<file path="src/timer_control_pkg.sv">
/*
 Constants shared by the timer control block: register offsets, field positions,
 reset values and mode encodings. Assumes a 16-bit counter on a 32-bit AHB-Lite bus.
*/
// Behaviour
// - Run-enable bit 0 starts the counter when set and halts it when cleared.
// - In trigger mode a hardware trigger sets run-enable without software.
// - Update-inhibit bit 1 suppresses every update event while set.
// - Updates come from wrap, the software update trigger, or the slave controller.
// - Each update event moves buffered reload, prescale and compare into active copies.
// - Request-source bit 2 limits update requests to wrap events when set.
// - One-shot bit 3 clears run-enable at the next update, which stops the counter.
// - Direction bit 4 selects up or down; read-only in center or encoder mode.
// - Alignment field 6:5: edge, or center with compare flag down, up, or both.
// - Center modes alternate up and down; edge mode keeps the chosen direction.
// - Reload-preload bit 7 makes reload writes wait for the next update event.
// - Divider field 9:8 gives a filter tick of one, two or four clocks.
// - Control register sits at offset zero and resets to all zeros.
package timer_control_pkg;

	localparam int CNT_W = 16;

	localparam logic [7:0] OFF_CONTROL_ONE = 8'h00;
	localparam logic [7:0] OFF_STATUS = 8'h10;
	localparam logic [7:0] OFF_EVENT_GEN = 8'h14;
	localparam logic [7:0] OFF_COUNTER = 8'h24;
	localparam logic [7:0] OFF_PRESCALE = 8'h28;
	localparam logic [7:0] OFF_RELOAD = 8'h2c;
	localparam logic [7:0] OFF_COMPARE = 8'h34;

	localparam int BIT_RUN = 0;
	localparam int BIT_INHIBIT = 1;
	localparam int BIT_URS = 2;
	localparam int BIT_ONE_SHOT = 3;
	localparam int BIT_DIR = 4;
	localparam int ALIGN_LO = 5;
	localparam int ALIGN_HI = 6;
	localparam int BIT_PRELOAD = 7;
	localparam int DIV_LO = 8;
	localparam int DIV_HI = 9;

	localparam logic [15:0] CONTROL_ONE_RESET = 16'h0000;
	localparam logic [15:0] CONTROL_ONE_MASK = 16'h03ff;

	localparam int BIT_UPDATE_FLAG = 0;
	localparam int BIT_COMPARE_FLAG = 1;
	localparam logic [1:0] STATUS_RESET = 2'h0;
	localparam int BIT_SW_UPDATE = 0;

	localparam logic [15:0] PRESCALE_RESET = 16'h0000;
	localparam logic [15:0] RELOAD_RESET = 16'hffff;
	localparam logic [15:0] COMPARE_RESET = 16'h0000;

	localparam logic [1:0] DIV_ONE = 2'h0;
	localparam logic [1:0] DIV_TWO = 2'h1;
	localparam logic [1:0] DIV_FOUR = 2'h2;
	localparam logic [1:0] DIV_RESERVED = 2'h3;

	typedef enum logic [1:0] {
		ALIGN_EDGE = 2'h0,
		ALIGN_FLAG_DOWN = 2'h1,
		ALIGN_FLAG_UP = 2'h2,
		ALIGN_FLAG_BOTH = 2'h3
	} align_t;

endpackage

</file>
<file path="src/dead_filter_tick_divider.sv">
/*
 Divider that makes the dead-time and filter sampling tick from the kernel clock.
 Assumes the divide code never holds the reserved value; it falls back to four.
*/
`timescale 1ns/10ps
`default_nettype none
module dead_filter_tick_divider
	import timer_control_pkg::*;
(
	// Clock and reset.
	input wire logic hclk,
	input wire logic hresetn,
	// Control.
	input wire logic [1:0] divide_code,
	// Tick.
	output logic tick
);
	logic [1:0] count;
	logic [1:0] next_count;
	logic [1:0] limit;
	logic next_tick;

	always_comb begin
		if (divide_code == DIV_ONE) begin
			limit = 2'h0;
		end else if (divide_code == DIV_TWO) begin
			limit = 2'h1;
		end else begin
			limit = 2'h3;
		end
		if (count >= limit) begin
			next_count = 2'h0;
			next_tick = 1'b1;
		end else begin
			next_count = count + 2'h1;
			next_tick = 1'b0;
		end
	end

	always_ff @(posedge hclk or negedge hresetn) begin
		if (!hresetn) begin
			count <= 2'h0;
			tick <= 1'b0;
		end else begin
			count <= next_count;
			tick <= next_tick;
		end
	end
endmodule
`default_nettype wire

</file>
<file path="src/buffered_value_register.sv">
/*
 A value with a buffered copy and an active copy. Writes go straight to the
 active copy unless buffering is on; a load moves the buffered copy across.
*/
`timescale 1ns/10ps
`default_nettype none
module buffered_value_register
	import timer_control_pkg::*;
#(
	parameter logic [15:0] RESET_VALUE = 16'h0000
)
(
	// Clock and reset.
	input wire logic hclk,
	input wire logic hresetn,
	// Write side.
	input wire logic write_strobe,
	input wire logic [15:0] write_data,
	input wire logic buffered,
	input wire logic load,
	// Copies.
	output logic [15:0] preload_value,
	output logic [15:0] active_value
);
	logic [15:0] next_preload;
	logic [15:0] next_active;

	always_comb begin
		next_preload = write_strobe ? write_data : preload_value;
		next_active = active_value;
		if (write_strobe && !buffered) begin
			next_active = write_data;
		end else if (load) begin
			next_active = next_preload;
		end
	end

	always_ff @(posedge hclk or negedge hresetn) begin
		if (!hresetn) begin
			preload_value <= RESET_VALUE;
			active_value <= RESET_VALUE;
		end else begin
			preload_value <= next_preload;
			active_value <= next_active;
		end
	end
endmodule
`default_nettype wire

</file>
<file path="src/timer_counter_control_one.sv">
/*
 Timer counter with its first control register, reached over AHB-Lite.
 Assumes one AHB-Lite master, whole-word single transfers, and a slave-mode
 controller outside that reports its mode and pulses its trigger and update.
*/
`timescale 1ns/10ps
`default_nettype none
module timer_counter_control_one
	import timer_control_pkg::*;
(
	// Clock and reset.
	input wire logic hclk,
	input wire logic hresetn,
	// AHB-Lite slave.
	input wire logic hsel,
	input wire logic [31:0] haddr,
	input wire logic [1:0] htrans,
	input wire logic hwrite,
	input wire logic [2:0] hsize,
	input wire logic [31:0] hwdata,
	input wire logic hready,
	output logic hreadyout,
	output logic hresp,
	output logic [31:0] hrdata,
	// Slave-mode controller.
	input wire logic trigger_mode_active,
	input wire logic encoder_mode_active,
	input wire logic trigger_start,
	input wire logic slave_update,
	// Timer outputs.
	output logic [15:0] counter_value,
	output logic count_down,
	output logic counter_update_event,
	output logic update_request,
	output logic compare_flag,
	output logic channel_output,
	output logic dead_filter_tick
);
	// Bus state.
	logic wr_pending;
	logic [7:0] wr_addr;
	logic next_wr_pending;
	logic [7:0] next_wr_addr;
	logic [31:0] next_hrdata;
	logic take;

	// Register state.
	logic [15:0] control_one;
	logic [15:0] next_control_one;
	logic [1:0] status;
	logic [1:0] next_status;

	// Counter state.
	logic [15:0] prescale_count;
	logic [15:0] next_prescale_count;
	logic [15:0] next_counter;
	logic next_dir;
	logic wrap;
	logic stepped;
	logic compare_hit;
	logic update_now;
	logic request_now;
	logic next_channel;

	// Decoded fields.
	logic counter_run_enable;
	logic update_inhibit;
	logic update_request_source;
	logic one_shot_enable;
	logic count_direction;
	align_t center_align_select;
	logic reload_preload_enable;
	logic [1:0] dead_filter_clock_divide;
	logic direction_locked;

	// Write strobes.
	logic wr_control;
	logic wr_status;
	logic software_update_trigger;
	logic wr_prescale;
	logic wr_reload;
	logic wr_compare;

	// Value copies.
	logic [15:0] prescale_pre;
	logic [15:0] prescale_value;
	logic [15:0] reload_pre;
	logic [15:0] reload_value;
	logic [15:0] compare_pre;
	logic [15:0] compare_value;

	function automatic logic hits(input logic [7:0] addr, input logic [7:0] offset);
		hits = (addr == offset);
	endfunction

	assign counter_run_enable = control_one[BIT_RUN];
	assign update_inhibit = control_one[BIT_INHIBIT];
	assign update_request_source = control_one[BIT_URS];
	assign one_shot_enable = control_one[BIT_ONE_SHOT];
	assign count_direction = control_one[BIT_DIR];
	assign center_align_select = align_t'(control_one[ALIGN_HI:ALIGN_LO]);
	assign reload_preload_enable = control_one[BIT_PRELOAD];
	assign dead_filter_clock_divide = control_one[DIV_HI:DIV_LO];
	assign direction_locked = (center_align_select != ALIGN_EDGE) || encoder_mode_active;

	// The slave never stalls and never errors, so every transfer completes in
	// one data-phase cycle and the master's pipelining is never broken.
	assign hreadyout = 1'b1;
	assign hresp = 1'b0;

	assign take = hsel && htrans[1] && hready;
	assign wr_control = wr_pending && hits(wr_addr, OFF_CONTROL_ONE);
	assign wr_status = wr_pending && hits(wr_addr, OFF_STATUS);
	assign software_update_trigger = wr_pending && hits(wr_addr, OFF_EVENT_GEN)
		&& hwdata[BIT_SW_UPDATE];
	assign wr_prescale = wr_pending && hits(wr_addr, OFF_PRESCALE);
	assign wr_reload = wr_pending && hits(wr_addr, OFF_RELOAD);
	assign wr_compare = wr_pending && hits(wr_addr, OFF_COMPARE);

	// Address phase capture and read data. Reads are sampled at the address
	// phase, so a read that follows a write to the same register at once shows
	// the value from before that write.
	always_comb begin
		next_wr_pending = take && hwrite;
		next_wr_addr = take ? haddr[7:0] : wr_addr;
		next_hrdata = hrdata;
		if (take && !hwrite) begin
			if (hits(haddr[7:0], OFF_CONTROL_ONE)) begin
				next_hrdata = {16'h0000, control_one & CONTROL_ONE_MASK};
			end else if (hits(haddr[7:0], OFF_STATUS)) begin
				next_hrdata = {30'h0, status};
			end else if (hits(haddr[7:0], OFF_COUNTER)) begin
				next_hrdata = {16'h0000, counter_value};
			end else if (hits(haddr[7:0], OFF_PRESCALE)) begin
				next_hrdata = {16'h0000, prescale_pre};
			end else if (hits(haddr[7:0], OFF_RELOAD)) begin
				next_hrdata = {16'h0000, reload_pre};
			end else if (hits(haddr[7:0], OFF_COMPARE)) begin
				next_hrdata = {16'h0000, compare_pre};
			end else begin
				next_hrdata = 32'h00000000;
			end
		end
	end

	always_ff @(posedge hclk or negedge hresetn) begin
		if (!hresetn) begin
			wr_pending <= 1'b0;
			wr_addr <= 8'h00;
			hrdata <= 32'h00000000;
		end else begin
			wr_pending <= next_wr_pending;
			wr_addr <= next_wr_addr;
			hrdata <= next_hrdata;
		end
	end

	// Counter and prescaler.
	always_comb begin
		next_prescale_count = prescale_count;
		next_counter = counter_value;
		next_dir = count_direction;
		wrap = 1'b0;
		stepped = 1'b0;
		if (counter_run_enable) begin
			if (prescale_count >= prescale_value) begin
				next_prescale_count = 16'h0000;
				stepped = 1'b1;
				if (center_align_select == ALIGN_EDGE) begin
					if (!count_direction) begin
						if (counter_value >= reload_value) begin
							next_counter = 16'h0000;
							wrap = 1'b1;
						end else begin
							next_counter = counter_value + 16'h0001;
						end
					end else begin
						if (counter_value == 16'h0000) begin
							next_counter = reload_value;
							wrap = 1'b1;
						end else begin
							next_counter = counter_value - 16'h0001;
						end
					end
				end else begin
					if (!count_direction) begin
						if (counter_value >= reload_value) begin
							next_counter = (reload_value == 16'h0000) ? 16'h0000
								: reload_value - 16'h0001;
							next_dir = 1'b1;
							wrap = 1'b1;
						end else begin
							next_counter = counter_value + 16'h0001;
						end
					end else begin
						if (counter_value == 16'h0000) begin
							next_counter = (reload_value == 16'h0000) ? 16'h0000 : 16'h0001;
							next_dir = 1'b0;
							wrap = 1'b1;
						end else begin
							next_counter = counter_value - 16'h0001;
						end
					end
				end
			end else begin
				next_prescale_count = prescale_count + 16'h0001;
			end
		end
		if (!update_inhibit && (software_update_trigger || slave_update)) begin
			// A forced update restarts the count from its starting end.
			next_prescale_count = 16'h0000;
			next_counter = (count_direction && center_align_select == ALIGN_EDGE)
				? reload_value : 16'h0000;
			if (center_align_select != ALIGN_EDGE) begin
				next_dir = 1'b0;
			end
		end
	end

	assign update_now = !update_inhibit && (wrap || software_update_trigger || slave_update);
	assign request_now = update_now && (!update_request_source || wrap);

	always_comb begin
		compare_hit = 1'b0;
		if (stepped && next_counter == compare_value) begin
			case (center_align_select)
				ALIGN_EDGE: begin
					compare_hit = 1'b1;
				end
				ALIGN_FLAG_DOWN: begin
					compare_hit = count_direction;
				end
				ALIGN_FLAG_UP: begin
					compare_hit = !count_direction;
				end
				default: begin
					compare_hit = 1'b1;
				end
			endcase
		end
	end

	// The channel level compares the next counter value with the active compare
	// value, so after one-shot stops the counter it still moves when an update loads a new compare value.
	assign next_channel = (next_counter < compare_value);

	always_ff @(posedge hclk or negedge hresetn) begin
		if (!hresetn) begin
			prescale_count <= 16'h0000;
			counter_value <= 16'h0000;
			counter_update_event <= 1'b0;
			update_request <= 1'b0;
			compare_flag <= 1'b0;
			channel_output <= 1'b0;
		end else begin
			prescale_count <= next_prescale_count;
			counter_value <= next_counter;
			counter_update_event <= update_now;
			update_request <= request_now;
			compare_flag <= compare_hit;
			channel_output <= next_channel;
		end
	end

	assign count_down = count_direction;

	// Control register. Hardware set of the run bit wins over a software clear
	// in the same cycle, so a trigger is never lost.
	always_comb begin
		next_control_one = control_one;
		if (wr_control) begin
			next_control_one = hwdata[15:0] & CONTROL_ONE_MASK;
			if (hwdata[DIV_HI:DIV_LO] == DIV_RESERVED) begin
				next_control_one[DIV_HI:DIV_LO] = dead_filter_clock_divide;
			end
			if (direction_locked) begin
				next_control_one[BIT_DIR] = count_direction;
			end
		end
		if (center_align_select != ALIGN_EDGE) begin
			next_control_one[BIT_DIR] = next_dir;
		end
		if (update_now && one_shot_enable) begin
			next_control_one[BIT_RUN] = 1'b0;
		end
		if (trigger_mode_active && trigger_start) begin
			next_control_one[BIT_RUN] = 1'b1;
		end
	end

	always_ff @(posedge hclk or negedge hresetn) begin
		if (!hresetn) begin
			control_one <= CONTROL_ONE_RESET;
		end else begin
			control_one <= next_control_one;
		end
	end

	// Status flags are cleared by writing zero; a new event in that cycle wins.
	always_comb begin
		next_status = status;
		if (wr_status) begin
			next_status = status & hwdata[1:0];
		end
		if (request_now) begin
			next_status[BIT_UPDATE_FLAG] = 1'b1;
		end
		if (compare_hit) begin
			next_status[BIT_COMPARE_FLAG] = 1'b1;
		end
	end

	always_ff @(posedge hclk or negedge hresetn) begin
		if (!hresetn) begin
			status <= STATUS_RESET;
		end else begin
			status <= next_status;
		end
	end

	// Prescale and compare are always buffered; reload follows the preload bit.
	buffered_value_register #(.RESET_VALUE(PRESCALE_RESET)) prescale_copy (
		.hclk(hclk),
		.hresetn(hresetn),
		.write_strobe(wr_prescale),
		.write_data(hwdata[15:0]),
		.buffered(1'b1),
		.load(update_now),
		.preload_value(prescale_pre),
		.active_value(prescale_value)
	);

	buffered_value_register #(.RESET_VALUE(RELOAD_RESET)) reload_copy (
		.hclk(hclk),
		.hresetn(hresetn),
		.write_strobe(wr_reload),
		.write_data(hwdata[15:0]),
		.buffered(reload_preload_enable),
		.load(update_now),
		.preload_value(reload_pre),
		.active_value(reload_value)
	);

	buffered_value_register #(.RESET_VALUE(COMPARE_RESET)) compare_copy (
		.hclk(hclk),
		.hresetn(hresetn),
		.write_strobe(wr_compare),
		.write_data(hwdata[15:0]),
		.buffered(1'b1),
		.load(update_now),
		.preload_value(compare_pre),
		.active_value(compare_value)
	);

	dead_filter_tick_divider tick_divider (
		.hclk(hclk),
		.hresetn(hresetn),
		.divide_code(dead_filter_clock_divide),
		.tick(dead_filter_tick)
	);

	// Only haddr[7:0] decodes; the map repeats across the upper address bits.
	logic unused_bus;
	assign unused_bus = ^{haddr[31:8], hsize, htrans[0]};
endmodule
`default_nettype wire

</file>
<file path="config.mk">
export PLATFORM = sky130hd
export DESIGN_NAME = timer_counter_control_one
export DESIGN_NICKNAME = d
export VERILOG_FILES = /design/src/timer_control_pkg.sv /design/src/dead_filter_tick_divider.sv /design/src/buffered_value_register.sv /design/src/timer_counter_control_one.sv
export SDC_FILE = /design/constraint.sdc
export NUM_CORES = 1
export LEC_CHECK = 0
export BUFFER_PORTS_ARGS = -buffer_cell sky130_fd_sc_hd__buf_4
export CAP_MARGIN = 20
export CORE_MARGIN = 1
export CORE_UTILIZATION = 30
export CTS_CLUSTER_DIAMETER = 200
export DETAILED_ROUTE_END_ITERATION = 8
export PLACE_DENSITY_LB_ADDON = 0.08
export SLEW_MARGIN = 25
export SYNTH_ARGS = -nofsm -noshare
export SYNTH_HDL_FRONTEND = slang
export SYNTH_SLANG_ARGS = --single-unit
</file>
<file path="constraint.sdc">
create_clock -name hclk -period 4.1 [get_ports hclk]
set_input_delay 0.205 -clock hclk [delete_from_list [all_inputs] [get_ports hclk]]
set_output_delay 0.205 -clock hclk [all_outputs]
set_load 0.02 [all_outputs]
</file>
; ---- Word-level counts from Yosys, hierarchy flattened
; Cells that the tools add are included.
[word_totals]
wordCells = 151
input_bits = 78
ff_bits = 188
out_inout_bits = 56
[classes]
eq_ne = 19
order_cmp = 4
bitwise_logic = 2
add_sub_neg = 5
n_reduce_logical = 44
mux = 54
[op_table]
columns = cell, n
row1 = two-way mux 16 bit, 26
row2 = "equality test 8 x 6 -> 1 bit, second input constant", 7
row3 = "adder 16 x 1 -> 16 bit, second input constant", 2
row4 = greater-or-equal comparator 16 bit, 2
row5 = zero test 16 bit, 2
row6 = "subtractor 16 x 1 -> 16 bit, second input constant", 2
row7 = "equality test 8 x 5 -> 1 bit, second input constant", 3
row8 = two-way mux 1 bit, 22
row9 = logical AND 1 bit, 19
row10 = equality test 16 bit, 1
row11 = zero test 8 bit, 2
row12 = less-than comparator 16 bit, 1
row13 = nonzero test 2 bit, 6
row14 = two-way mux 2 bit, 4
row15 = zero test 1 bit, 5
row16 = logical OR 1 bit, 5
row17 = two-way mux 5 bit, 1
row18 = AND reduction 5 bit, 1
row19 = "equality test 2 x 1 -> 1 bit, second input constant", 2
row20 = "equality test 2 bit, second input constant", 2
row21 = zero test 2 bit, 2
row22 = "inequality test 3 x 1 -> 1 bit, second input constant", 1
row23 = "inequality test 3 x 2 -> 1 bit, second input constant", 1
row24 = "inequality test 3 bit, second input constant", 1
row25 = 8 further kinds, 8

; ---- Depth between registers and ports, before layout
; Gate-level depths: netlist of run 1.
[logic_depth]
ltp_word = 12
ltp_mapped = 19

; ---- Cells and area by module
; A second synthesis of run 1 with hierarchy kept.
[unflattened]
hier_cells = 1203
area_unflattened_um2 = 11706.2
[by_module_without_submodules]
columns = module, seq_area_each_um2, area_per_inst_um2, cells_per_inst, instances
row1 = timer_counter_control_one, 1826.8, 6660.1, 815, 1
row2 = buffered_value_register (compare_copy ...), 800.8, 1614.0, 125, 2
row3 = buffered_value_register (reload_copy), 840.8, 1654.1, 125, 1
row4 = dead_filter_tick_divider, 75.1, 163.9, 13, 1

; ---- Worst setup path after synthesis of run 1
; Ideal clock, no wire load.
[synth_timing]
path_kind = reg2reg
startpoint = register counter_value[0]
endpoint = register channel_output
stages_incl_launch_ff = 18
n_path_buf = 1
synth_period_minus_slack_ns = 3.786
required_ns = 4.022
path_slack_ns = 0.314
arrival_ns = 3.709
path_cell_list = dfrtp_1 -> inv_1 -> ha_1 -> or4b_4 -> or3_1 -> nor3_1 -> clkbuf_1 -> nand3_1 -> o21a_1 -> a221oi_1 -> a221o_1 -> ha_1 -> a21o_1 -> a21o_1 -> a21oi_1 -> o21ai_0 -> a21oi_1 -> o2bb2ai_1
[synth_between]
elab_chain_len = 8
word_cells_on_any_way = 15
[synth_rtl]
columns = element, line_no
row1 = from (decl), timer_counter_control_one.sv:31  ; output logic [15:0] counter_value,
row2 = from (signal assigned), timer_counter_control_one.sv:257  ; counter_value <= next_counter;
row3 = adder 16 x 1 -> 16 bit (tied with other cells), "timer_counter_control_one.sv:175, timer_counter_control_one.sv:193"
row4 = two-way mux 16 bit (on tied branches), --
row5 = two-way mux 16 bit (on tied branches), "timer_counter_control_one.sv:186, timer_counter_control_one.sv:170"
row6 = two-way mux 16 bit *, timer_counter_control_one.sv:169  ; if (center_align_select == ALIGN_EDGE) begin
row7 = two-way mux 16 bit *, timer_counter_control_one.sv:166  ; if (prescale_count >= prescale_value) begin
row8 = two-way mux 16 bit *, timer_counter_control_one.sv:165  ; if (counter_run_enable) begin
row9 = two-way mux 16 bit *, timer_counter_control_one.sv:209  ; if (!update_inhibit && (software_update_trigger || slave_update)) begin
row10 = net next_counter[9], timer_counter_control_one.sv:56  ; logic [15:0] next_counter;
row11 = less-than comparator 16 bit *, timer_counter_control_one.sv:245  ; assign next_channel = (next_counter < compare_value);
row12 = net next_channel, timer_counter_control_one.sv:63  ; logic next_channel;
row13 = to (signal assigned), timer_counter_control_one.sv:261  ; channel_output <= next_channel;
row14 = to (decl), timer_counter_control_one.sv:36  ; output logic channel_output,
; The timed path passes the listed nets; every way through them passes the cells marked *.
; A chain may end at the register's enable or synchronous reset.

; ---- Worst setup path after layout of run 1
[layout_timing]
startpoint = register counter_value[0]
endpoint = register status[1]
[layout_between]
elab_chain_len = 11
word_cells_on_any_way = 19
[layout_rtl]
columns = element, line_no
row1 = adder 16 x 1 -> 16 bit (tied with other cells), "timer_counter_control_one.sv:175, timer_counter_control_one.sv:193"
row2 = two-way mux 16 bit (on tied branches), --
row3 = two-way mux 16 bit (on tied branches), "timer_counter_control_one.sv:186, timer_counter_control_one.sv:170"
row4 = two-way mux 16 bit *, timer_counter_control_one.sv:169
row5 = two-way mux 16 bit *, timer_counter_control_one.sv:166
row6 = two-way mux 16 bit *, timer_counter_control_one.sv:165
row7 = two-way mux 16 bit *, timer_counter_control_one.sv:209
row8 = net next_counter[14], timer_counter_control_one.sv:56
row9 = equality test 16 bit *, timer_counter_control_one.sv:225  ; if (stepped && next_counter == compare_value) begin
row10 = logical AND 1 bit *, timer_counter_control_one.sv:225
row11 = two-way mux 1 bit *, timer_counter_control_one.sv:225
row12 = net compare_hit, timer_counter_control_one.sv:60  ; logic compare_hit;
row13 = two-way mux 1 bit or nonzero test 2 bit (tied branches), --
row14 = to (signal assigned), timer_counter_control_one.sv:317  ; status <= next_status;
row15 = to (decl), timer_counter_control_one.sv:50  ; logic [1:0] status;
; Marked as above.

==> results.cfg, run 1 <==
[critical_path]
slowest_stage = or4b_4
cp_max_fo = 4
path_cells = inv_1 > buf_4 > ha_2 > or4b_4 > or3_4 > nor3_4 > buf_4 > buf_4 > and3_1 > a2111oi_2 > o31ai_2 > ha_2 > nand4_1 > nor3_1 > nand3_1 > nor2_1 > nand2b_1
cp-endpoint = status[1]$_DFFE_PN0P_
critPathLaunchType = flip-flop
crit_type = flip-flop to flip-flop
max_stage_delay_ns = 0.51
critPathRequiredTime_ns = 4.47
cp_data_arrival_time_ns = 4.27
reg2reg_to = status[1]$_DFFE_PN0P_
cp_num_buf_inv = 4
cp.depth = 17
worstSetupStartpoint = counter_value[0]$_DFF_PN0_
crit_family = simple AND/OR/NAND/NOR gates
r2r_cells = 17
cp-end-kind = flip-flop
cpMostUsedCell = buf_4
r2r_start = counter_value[0]$_DFF_PN0_
r2r_slack_ns = 0.19

[timing]
hold_viol = 0
period_needed_ns = 3.91
worst_slack_ns = 0.195
finalSetupViolCount = 0
final.period_utilization = 0.952
worst_pin_slew_ns = 0.866
timing.fmax_mhz = 256
finalMaxSlewViolations = 0
maxSlewHeadroom = 0.423
fin_worst_skew_ns = 0.0166

[layout]
register_area_um2 = 4340
antenna_cells = 0
final_common_cell = buf_4
multiInputGateArea_um2 = 5560
nets = 1315
mostFrequentLayoutCells = buf_4 (181), dfrtp_1 (140), mux2_2 (100)
drive_gt1_frac = 0.328
area_delta_synth_final_pct = 24.1
final_util = 0.379
fillers = 3415

[die]
die_h_um = 187
core_area_um2 = 33700
die_x_um = 187
dieArea_um2 = 35100
ios = 134
rows = 67
start_util = 0.306

[routing]
wire_per_inst_um = 21.3
wirelength_um = 34900
vias_per_cell = 5.08
drtIter0Drc = 547
num_vias = 8341
first_pass_iters = 5
drc = 0
ant_nets = 0

[grt]
grt_pass1_wl_um = 53600
grt_pass1_vias = 8454
track_usage = 0.204
overflow = 0
grt_max_degree = 85
antenna_found_initial = 0

[clock_tree]
root_buffer = clkbuf_16
clk-insertion-delay-late_ns = 0.44
cts_max_path_buffers = 2
htree_levels = 4
cts_buffers = 17
clkSlewWorstSetupHoldPaths_ns = 0.07
cts_tree = yes
cts.sinks = 172

[synth]
synthCells = 1027
netlist_area_um2 = 10300
synth_ff_type = dfrtp_1
async_flop_share = 1.00
ys_seq_area_frac = 0.422
synth_area_leaders = dfrtp_1 (34%), mux2_2 (11%), dfstp_2 (8.2%), ha_1 (6.9%), o21ai_0 (2.9%)
synth_area_leader_cell = dfrtp_1
ys_ff_latch = 172
yosys_warnings = 0
synth_edf_count = 0
ys_types = 72
synth_top_area_frac = 0.340
syn_avg_cell_area_um2 = 10.0

[placed_design]
preCtsSetupSlack_ns = -0.0776
dp_hpwl_um = 26200
portBuffers = 71
place.gp.congestion = 0.891

[run_status]
outcome = complete, no violations

[pwr]
p_leak_nw = 5.83
ir_drop_mv = 0.255
cellPowerDensity_nw_per_um2 = 376

[job]
drv_cap = 0

[min_path]
hold_class = input pin to flip-flop
==> sequential cells by signal, summed over array words and instances, names as in the netlist, 2 cells and up <==
name	flops
counter_value	16
compare_copy.active_value	16
reload_copy.preload_value	16
prescale_count	16
status	2
wr_addr	8
reload_copy.active_value	16
compare_copy.preload_value	16
control_one	10
hrdata	16
prescale_copy.preload_value	16
prescale_copy.active_value	16
tick_divider.count	2
==> routing by layer <==
layer	up-vias	part of all wire	global-route usage	wire length, um
met5	-	0	0	0
met4	0	0.012	0.0501	426
met3	26	0.032	0.0235	1120
met2	198	0.46	0.318	16000
met1	4130	0.50	0.298	17400
li1	3987	-	-	-
==> worst min path at each step <==
| stage | start | end | slack [ns] | cells after the start |
|---|---|---|---|---|
| final | haddr[3] | wr_addr[3]$_DFFE_PN0P_ | 0.04 | 2 |
| after global routing | haddr[3] | wr_addr[3]$_DFFE_PN0P_ | 0.03 | 2 |
| after CTS | haddr[3] | wr_addr[3]$_DFFE_PN0P_ | 0.01 | 2 |
| after detailed placement | hresetn | tick_divider.tick$_DFF_PN0_ | 0.35 | 1 |
| after global placement | hresetn | tick_divider.tick$_DFF_PN0_ | 0.34 | 1 |
| after floorplan | hresetn | channel_output$_DFF_PN0_ | -0.09 | 0 |
==> Yosys cell counts, drive strengths merged, types with 5 or more instances <==
master	number
dfrtp	140
mux2	110
nand2	67
nor2	65
o21ai	60
inv	59
ha	57
clkbuf	51
a21oi	32
dfstp	32
nand3	31
mux2i	29
nor3	27
buf	25
xnor2	23
nand4	18
nand2b	13
and3	12
xor2	12
a21o	11
a22oi	11
o22ai	11
a211oi	10
a31oi	9
nor2b	9
o31ai	9
o211ai	8
nor4	7
a221oi	6
or2	6
or4	5
==> final cells by class <==
type                       count  share of cell area
timing repair buffer         194               0.119
sequential                   172               0.340
inverter                      61              0.0179
clock buffer                  19              0.0339
clock inverter                13              0.0112
multi-input combinational    734               0.434
tap                          448              0.0438
==> report_power, final <==
group          switching (mW)  total (mW)  internal (mW)
Combinational           0.621        1.14          0.522
Sequential              0.120        2.03           1.91
Clock                   0.729        1.63          0.902
==> cells by family (layout without fill, tap and decap cells) <==
group,Yosys count,count (layout),synth area share
AOI/OAI and AO/OA,208,208,0.135
muxes,139,139,0.152
DFF,172,172,0.422
and+or+nand+nor,277,277,0.134
adders and majority gates,57,57,0.0692
xor gates and xnor gates,35,35,0.0298
other,2,18,0.000729
buffers and inverters,137,287,0.0578
==> worst register-to-register path, stage by stage, from the launching register on <==
cell	delay (ns)
dfrtp_1	0.38
inv_1	0.08
buf_4	0.12
ha_2	0.17
or4b_4	0.51
or3_4	0.37
nor3_4	0.26
buf_4	0.17
buf_4	0.10
and3_1	0.16
a2111oi_2	0.04
o31ai_2	0.31
ha_2	0.29
nand4_1	0.24
nor3_1	0.23
nand3_1	0.09
nor2_1	0.19
nand2b_1	0.14
==> per-stage QoR <==
step / cell area (um2) / TNS (ns) / power, mW / hold slack (ns) / cells
2_1_floorplan: 10400 / 0 / 2.70 / -0.0906 / 1043
3_3_place_gp: 12000 / -0.0478 / 3.16 / 0.342 / 1596
3_5_place_dp: 12000 / -0.0776 / 3.16 / 0.346 / 1596
4_1_cts: 12600 / 0 / 4.84 / 0.0113 / 1636
5_1_grt: 12800 / -0.0121 / 5.07 / 0.0270 / 1641
6_report: 12800 / 0 / 4.80 / 0.0359 / 1641
==> timing repair <==
item	4_1_cts	5_1_grt
resized for setup	2	27
setup endpoints to repair	2	4
hold endpoints to repair	76	0
pin swaps	0	7
setup buffers	0	5
hold buffers	8	0
Note: power is estimated with default switching activity, not from simulation.
==> run 2: changes to the inputs <==
ABC_AREA = 0   (was not set)
BUFFER_PORTS_ARGS = not set   (was -buffer_cell sky130_fd_sc_hd__buf_4)
DONT_BUFFER_PORTS = 1   (was not set)
==> run 2 against run 1 <==
The run now ends with hold timing left. Clock power rose by 10%. Via count fell by 3.8%. Combinational power fell by 12%. Critical endpoint is now control_one[0]$_DFFE_PN0P_.
==> results.cfg, run 2 (synthesis gave the netlist of run 1 again) <==
[routing]
wire_per_inst_um = 21.8
drtIter0Drc = 491
first_pass_iters = 5
num_vias = 8021
drc = 0
m1WireLength_um = 16800
wl_met2_um = 15900
wirelength_um = 34200
wl_met3_um = 1170
top_layer = met4
vias_per_cell = 5.11
ant_nets = 0

[critical_path]
reg2reg_to = control_one[0]$_DFFE_PN0P_
max_stage_delay_ns = 0.54
r2r_cells = 12
cp-end-kind = flip-flop
r2r_slack_ns = 0.18
cpMostUsedCell = o31ai_1
cp_max_fo = 32
cp_num_buf_inv = 4
slowest_stage = dlygate4sd3_1
crit_family = compound AO/OA/AOI/OAI gates
crit_type = flip-flop to flip-flop
cp_data_arrival_time_ns = 4.24
critPathRequiredTime_ns = 4.42
path_cells = inv_1 > ha_1 > or4b_4 > or3_1 > buf_4 > o31ai_1 > o31ai_1 > o41ai_4 > buf_12 > a21oi_1 > a21o_1 > dlygate4sd3_1
r2r_start = counter_value[0]$_DFF_PN0_
critPathLaunchType = flip-flop

[layout]
register_area_um2 = 4340
drive_gt1_frac = 0.256
fillers = 3466
design_area_um2 = 12300
mostFrequentLayoutCells = dfrtp_1 (140), mux2_2 (100), buf_4 (91)
multiInputGateArea_um2 = 5470
area_delta_synth_final_pct = 19.1
final_common_cell = dfrtp_1
nets = 1243
final_util = 0.364
final_cells = 1570

[timing]
final.period_utilization = 0.956
fin_hold_ws_ns = -0.535
finalSetupViolCount = 0
fin_worst_skew_ns = 0.0129
hold_viol = 172
rsz0062_at_grt = yes
timing.fmax_mhz = 255
finalMaxSlewViolations = 0
maxSlewHeadroom = 0.436
worst_slack_ns = 0.182
worst_pin_slew_ns = 0.846
period_needed_ns = 3.92

[clock_tree]
root_buffer = clkbuf_16
cts_tree = yes
htree_levels = 4
cts.sinks = 172
ctsHoldBuffers = 28
cts_max_path_buffers = 2
cts_buffers = 17
clk-insertion-delay-late_ns = 0.44
clkSlewWorstSetupHoldPaths_ns = 0.07

[placed_design]
place_area_um2 = 11300
dp_hpwl_um = 25500
portBuffers = 0
place.gp.congestion = 0.862
preCtsSetupSlack_ns = 0.111
dpl.cell_count = 1509

[die]
die_x_um = 187
start_util = 0.306
ios = 134
core_area_um2 = 33700
rows = 67
die_h_um = 187
dieArea_um2 = 35100

[pwr]
ir_drop_mv = 0.208
cellPowerDensity_nw_per_um2 = 395
p_leak_nw = 5.47

[run_status]
violations = hold timing
outcome = finished, violations left

[grt]
track_usage = 0.200
grt_pass1_wl_um = 52700
grt_pass1_vias = 8123
grt_max_degree = 173
antenna_found_initial = 3
overflow = 0

[job]
drv_cap = 0

[min_path]
hold_class = input pin to async pin
[run 2: changes by cell type in the layout (fill, tap and decap cells not counted), moves of 2 or more]
| cell | previous run | this run |
|---|---|---|
| clkinv_2 | 3 | 1 |
| o31ai_1 | 6 | 9 |
| buf_6 | 2 | 0 |
| bufinv_16 | 2 | 4 |
| dlygate4sd3_1 | 8 | 28 |
| nor2_2 | 1 | 3 |
| ha_1 | 54 | 57 |
| o31ai_2 | 3 | 0 |
| ha_2 | 2 | 0 |
| a21oi_1 | 29 | 32 |
| buf_4 | 181 | 91 |
| clkinv_4 | 4 | 2 |
| a21oi_2 | 3 | 0 |
| clkbuf_8 | 0 | 2 |
[run 2: layer usage]
layer	vias to the layer above	global-route usage
met5	-	0
met4	0	0.0457
met3	17	0.0289
met2	165	0.321
met1	3991	0.283
li1	3848	-
[run 2: area by class of cell]
class                           instances  area share
Antenna cell                            1    0.000204
Multi-Input combinational cell        734       0.446
Tap cell                              448      0.0457
Clock inverter                         12      0.0150
Inverter                               61      0.0187
Timing Repair Buffer                  122      0.0834
Sequential cell                       172       0.354
Clock buffer                           20      0.0372
[run 2: timing repair]
action                                  in CTS  in global routing
resized for setup                            0                 11
hold endpoints to repair                   240                172
endpoints found under the setup margin       0                  3
buffers inserted                             0                  0
[run 2: through the flow]
step	setup TNS (ns)	total power, mW
2_1_floorplan	0	2.70
3_5_place_dp	0	3.04
5_1_grt	-0.00641	5.10
6_report	0	4.85
3_3_place_gp	-0.00400	3.04
4_1_cts	0	4.90
[run 2: report_power, final]
group	total [mW]	switching, mW	internal [mW]
Combinational	0.999	0.530	0.469
Clock	1.80	0.737	1.06
Sequential	2.05	0.142	1.91
[run 2: worst max-delay path by stage]
stage	endpoint	start	depth (start not counted)	slack, ns
CTS	compare_flag$_DFF_PN0_	prescale_count[12]$_DFFE_PN0P_	15	0.07
global route	channel_output$_DFF_PN0_	reload_copy.active_value[15]$_DFFE_PN1P_	18	-0.006
detailed placement	channel_output$_DFF_PN0_	prescale_count[12]$_DFFE_PN0P_	16	0.11
finish	control_one[0]$_DFFE_PN0P_	counter_value[0]$_DFF_PN0_	12	0.18
global placement	compare_flag$_DFF_PN0_	reload_copy.active_value[9]$_DFFE_PN1P_	18	-0.004
floorplan	channel_output$_DFF_PN0_	counter_value[0]$_DFF_PN0_	17	0.31
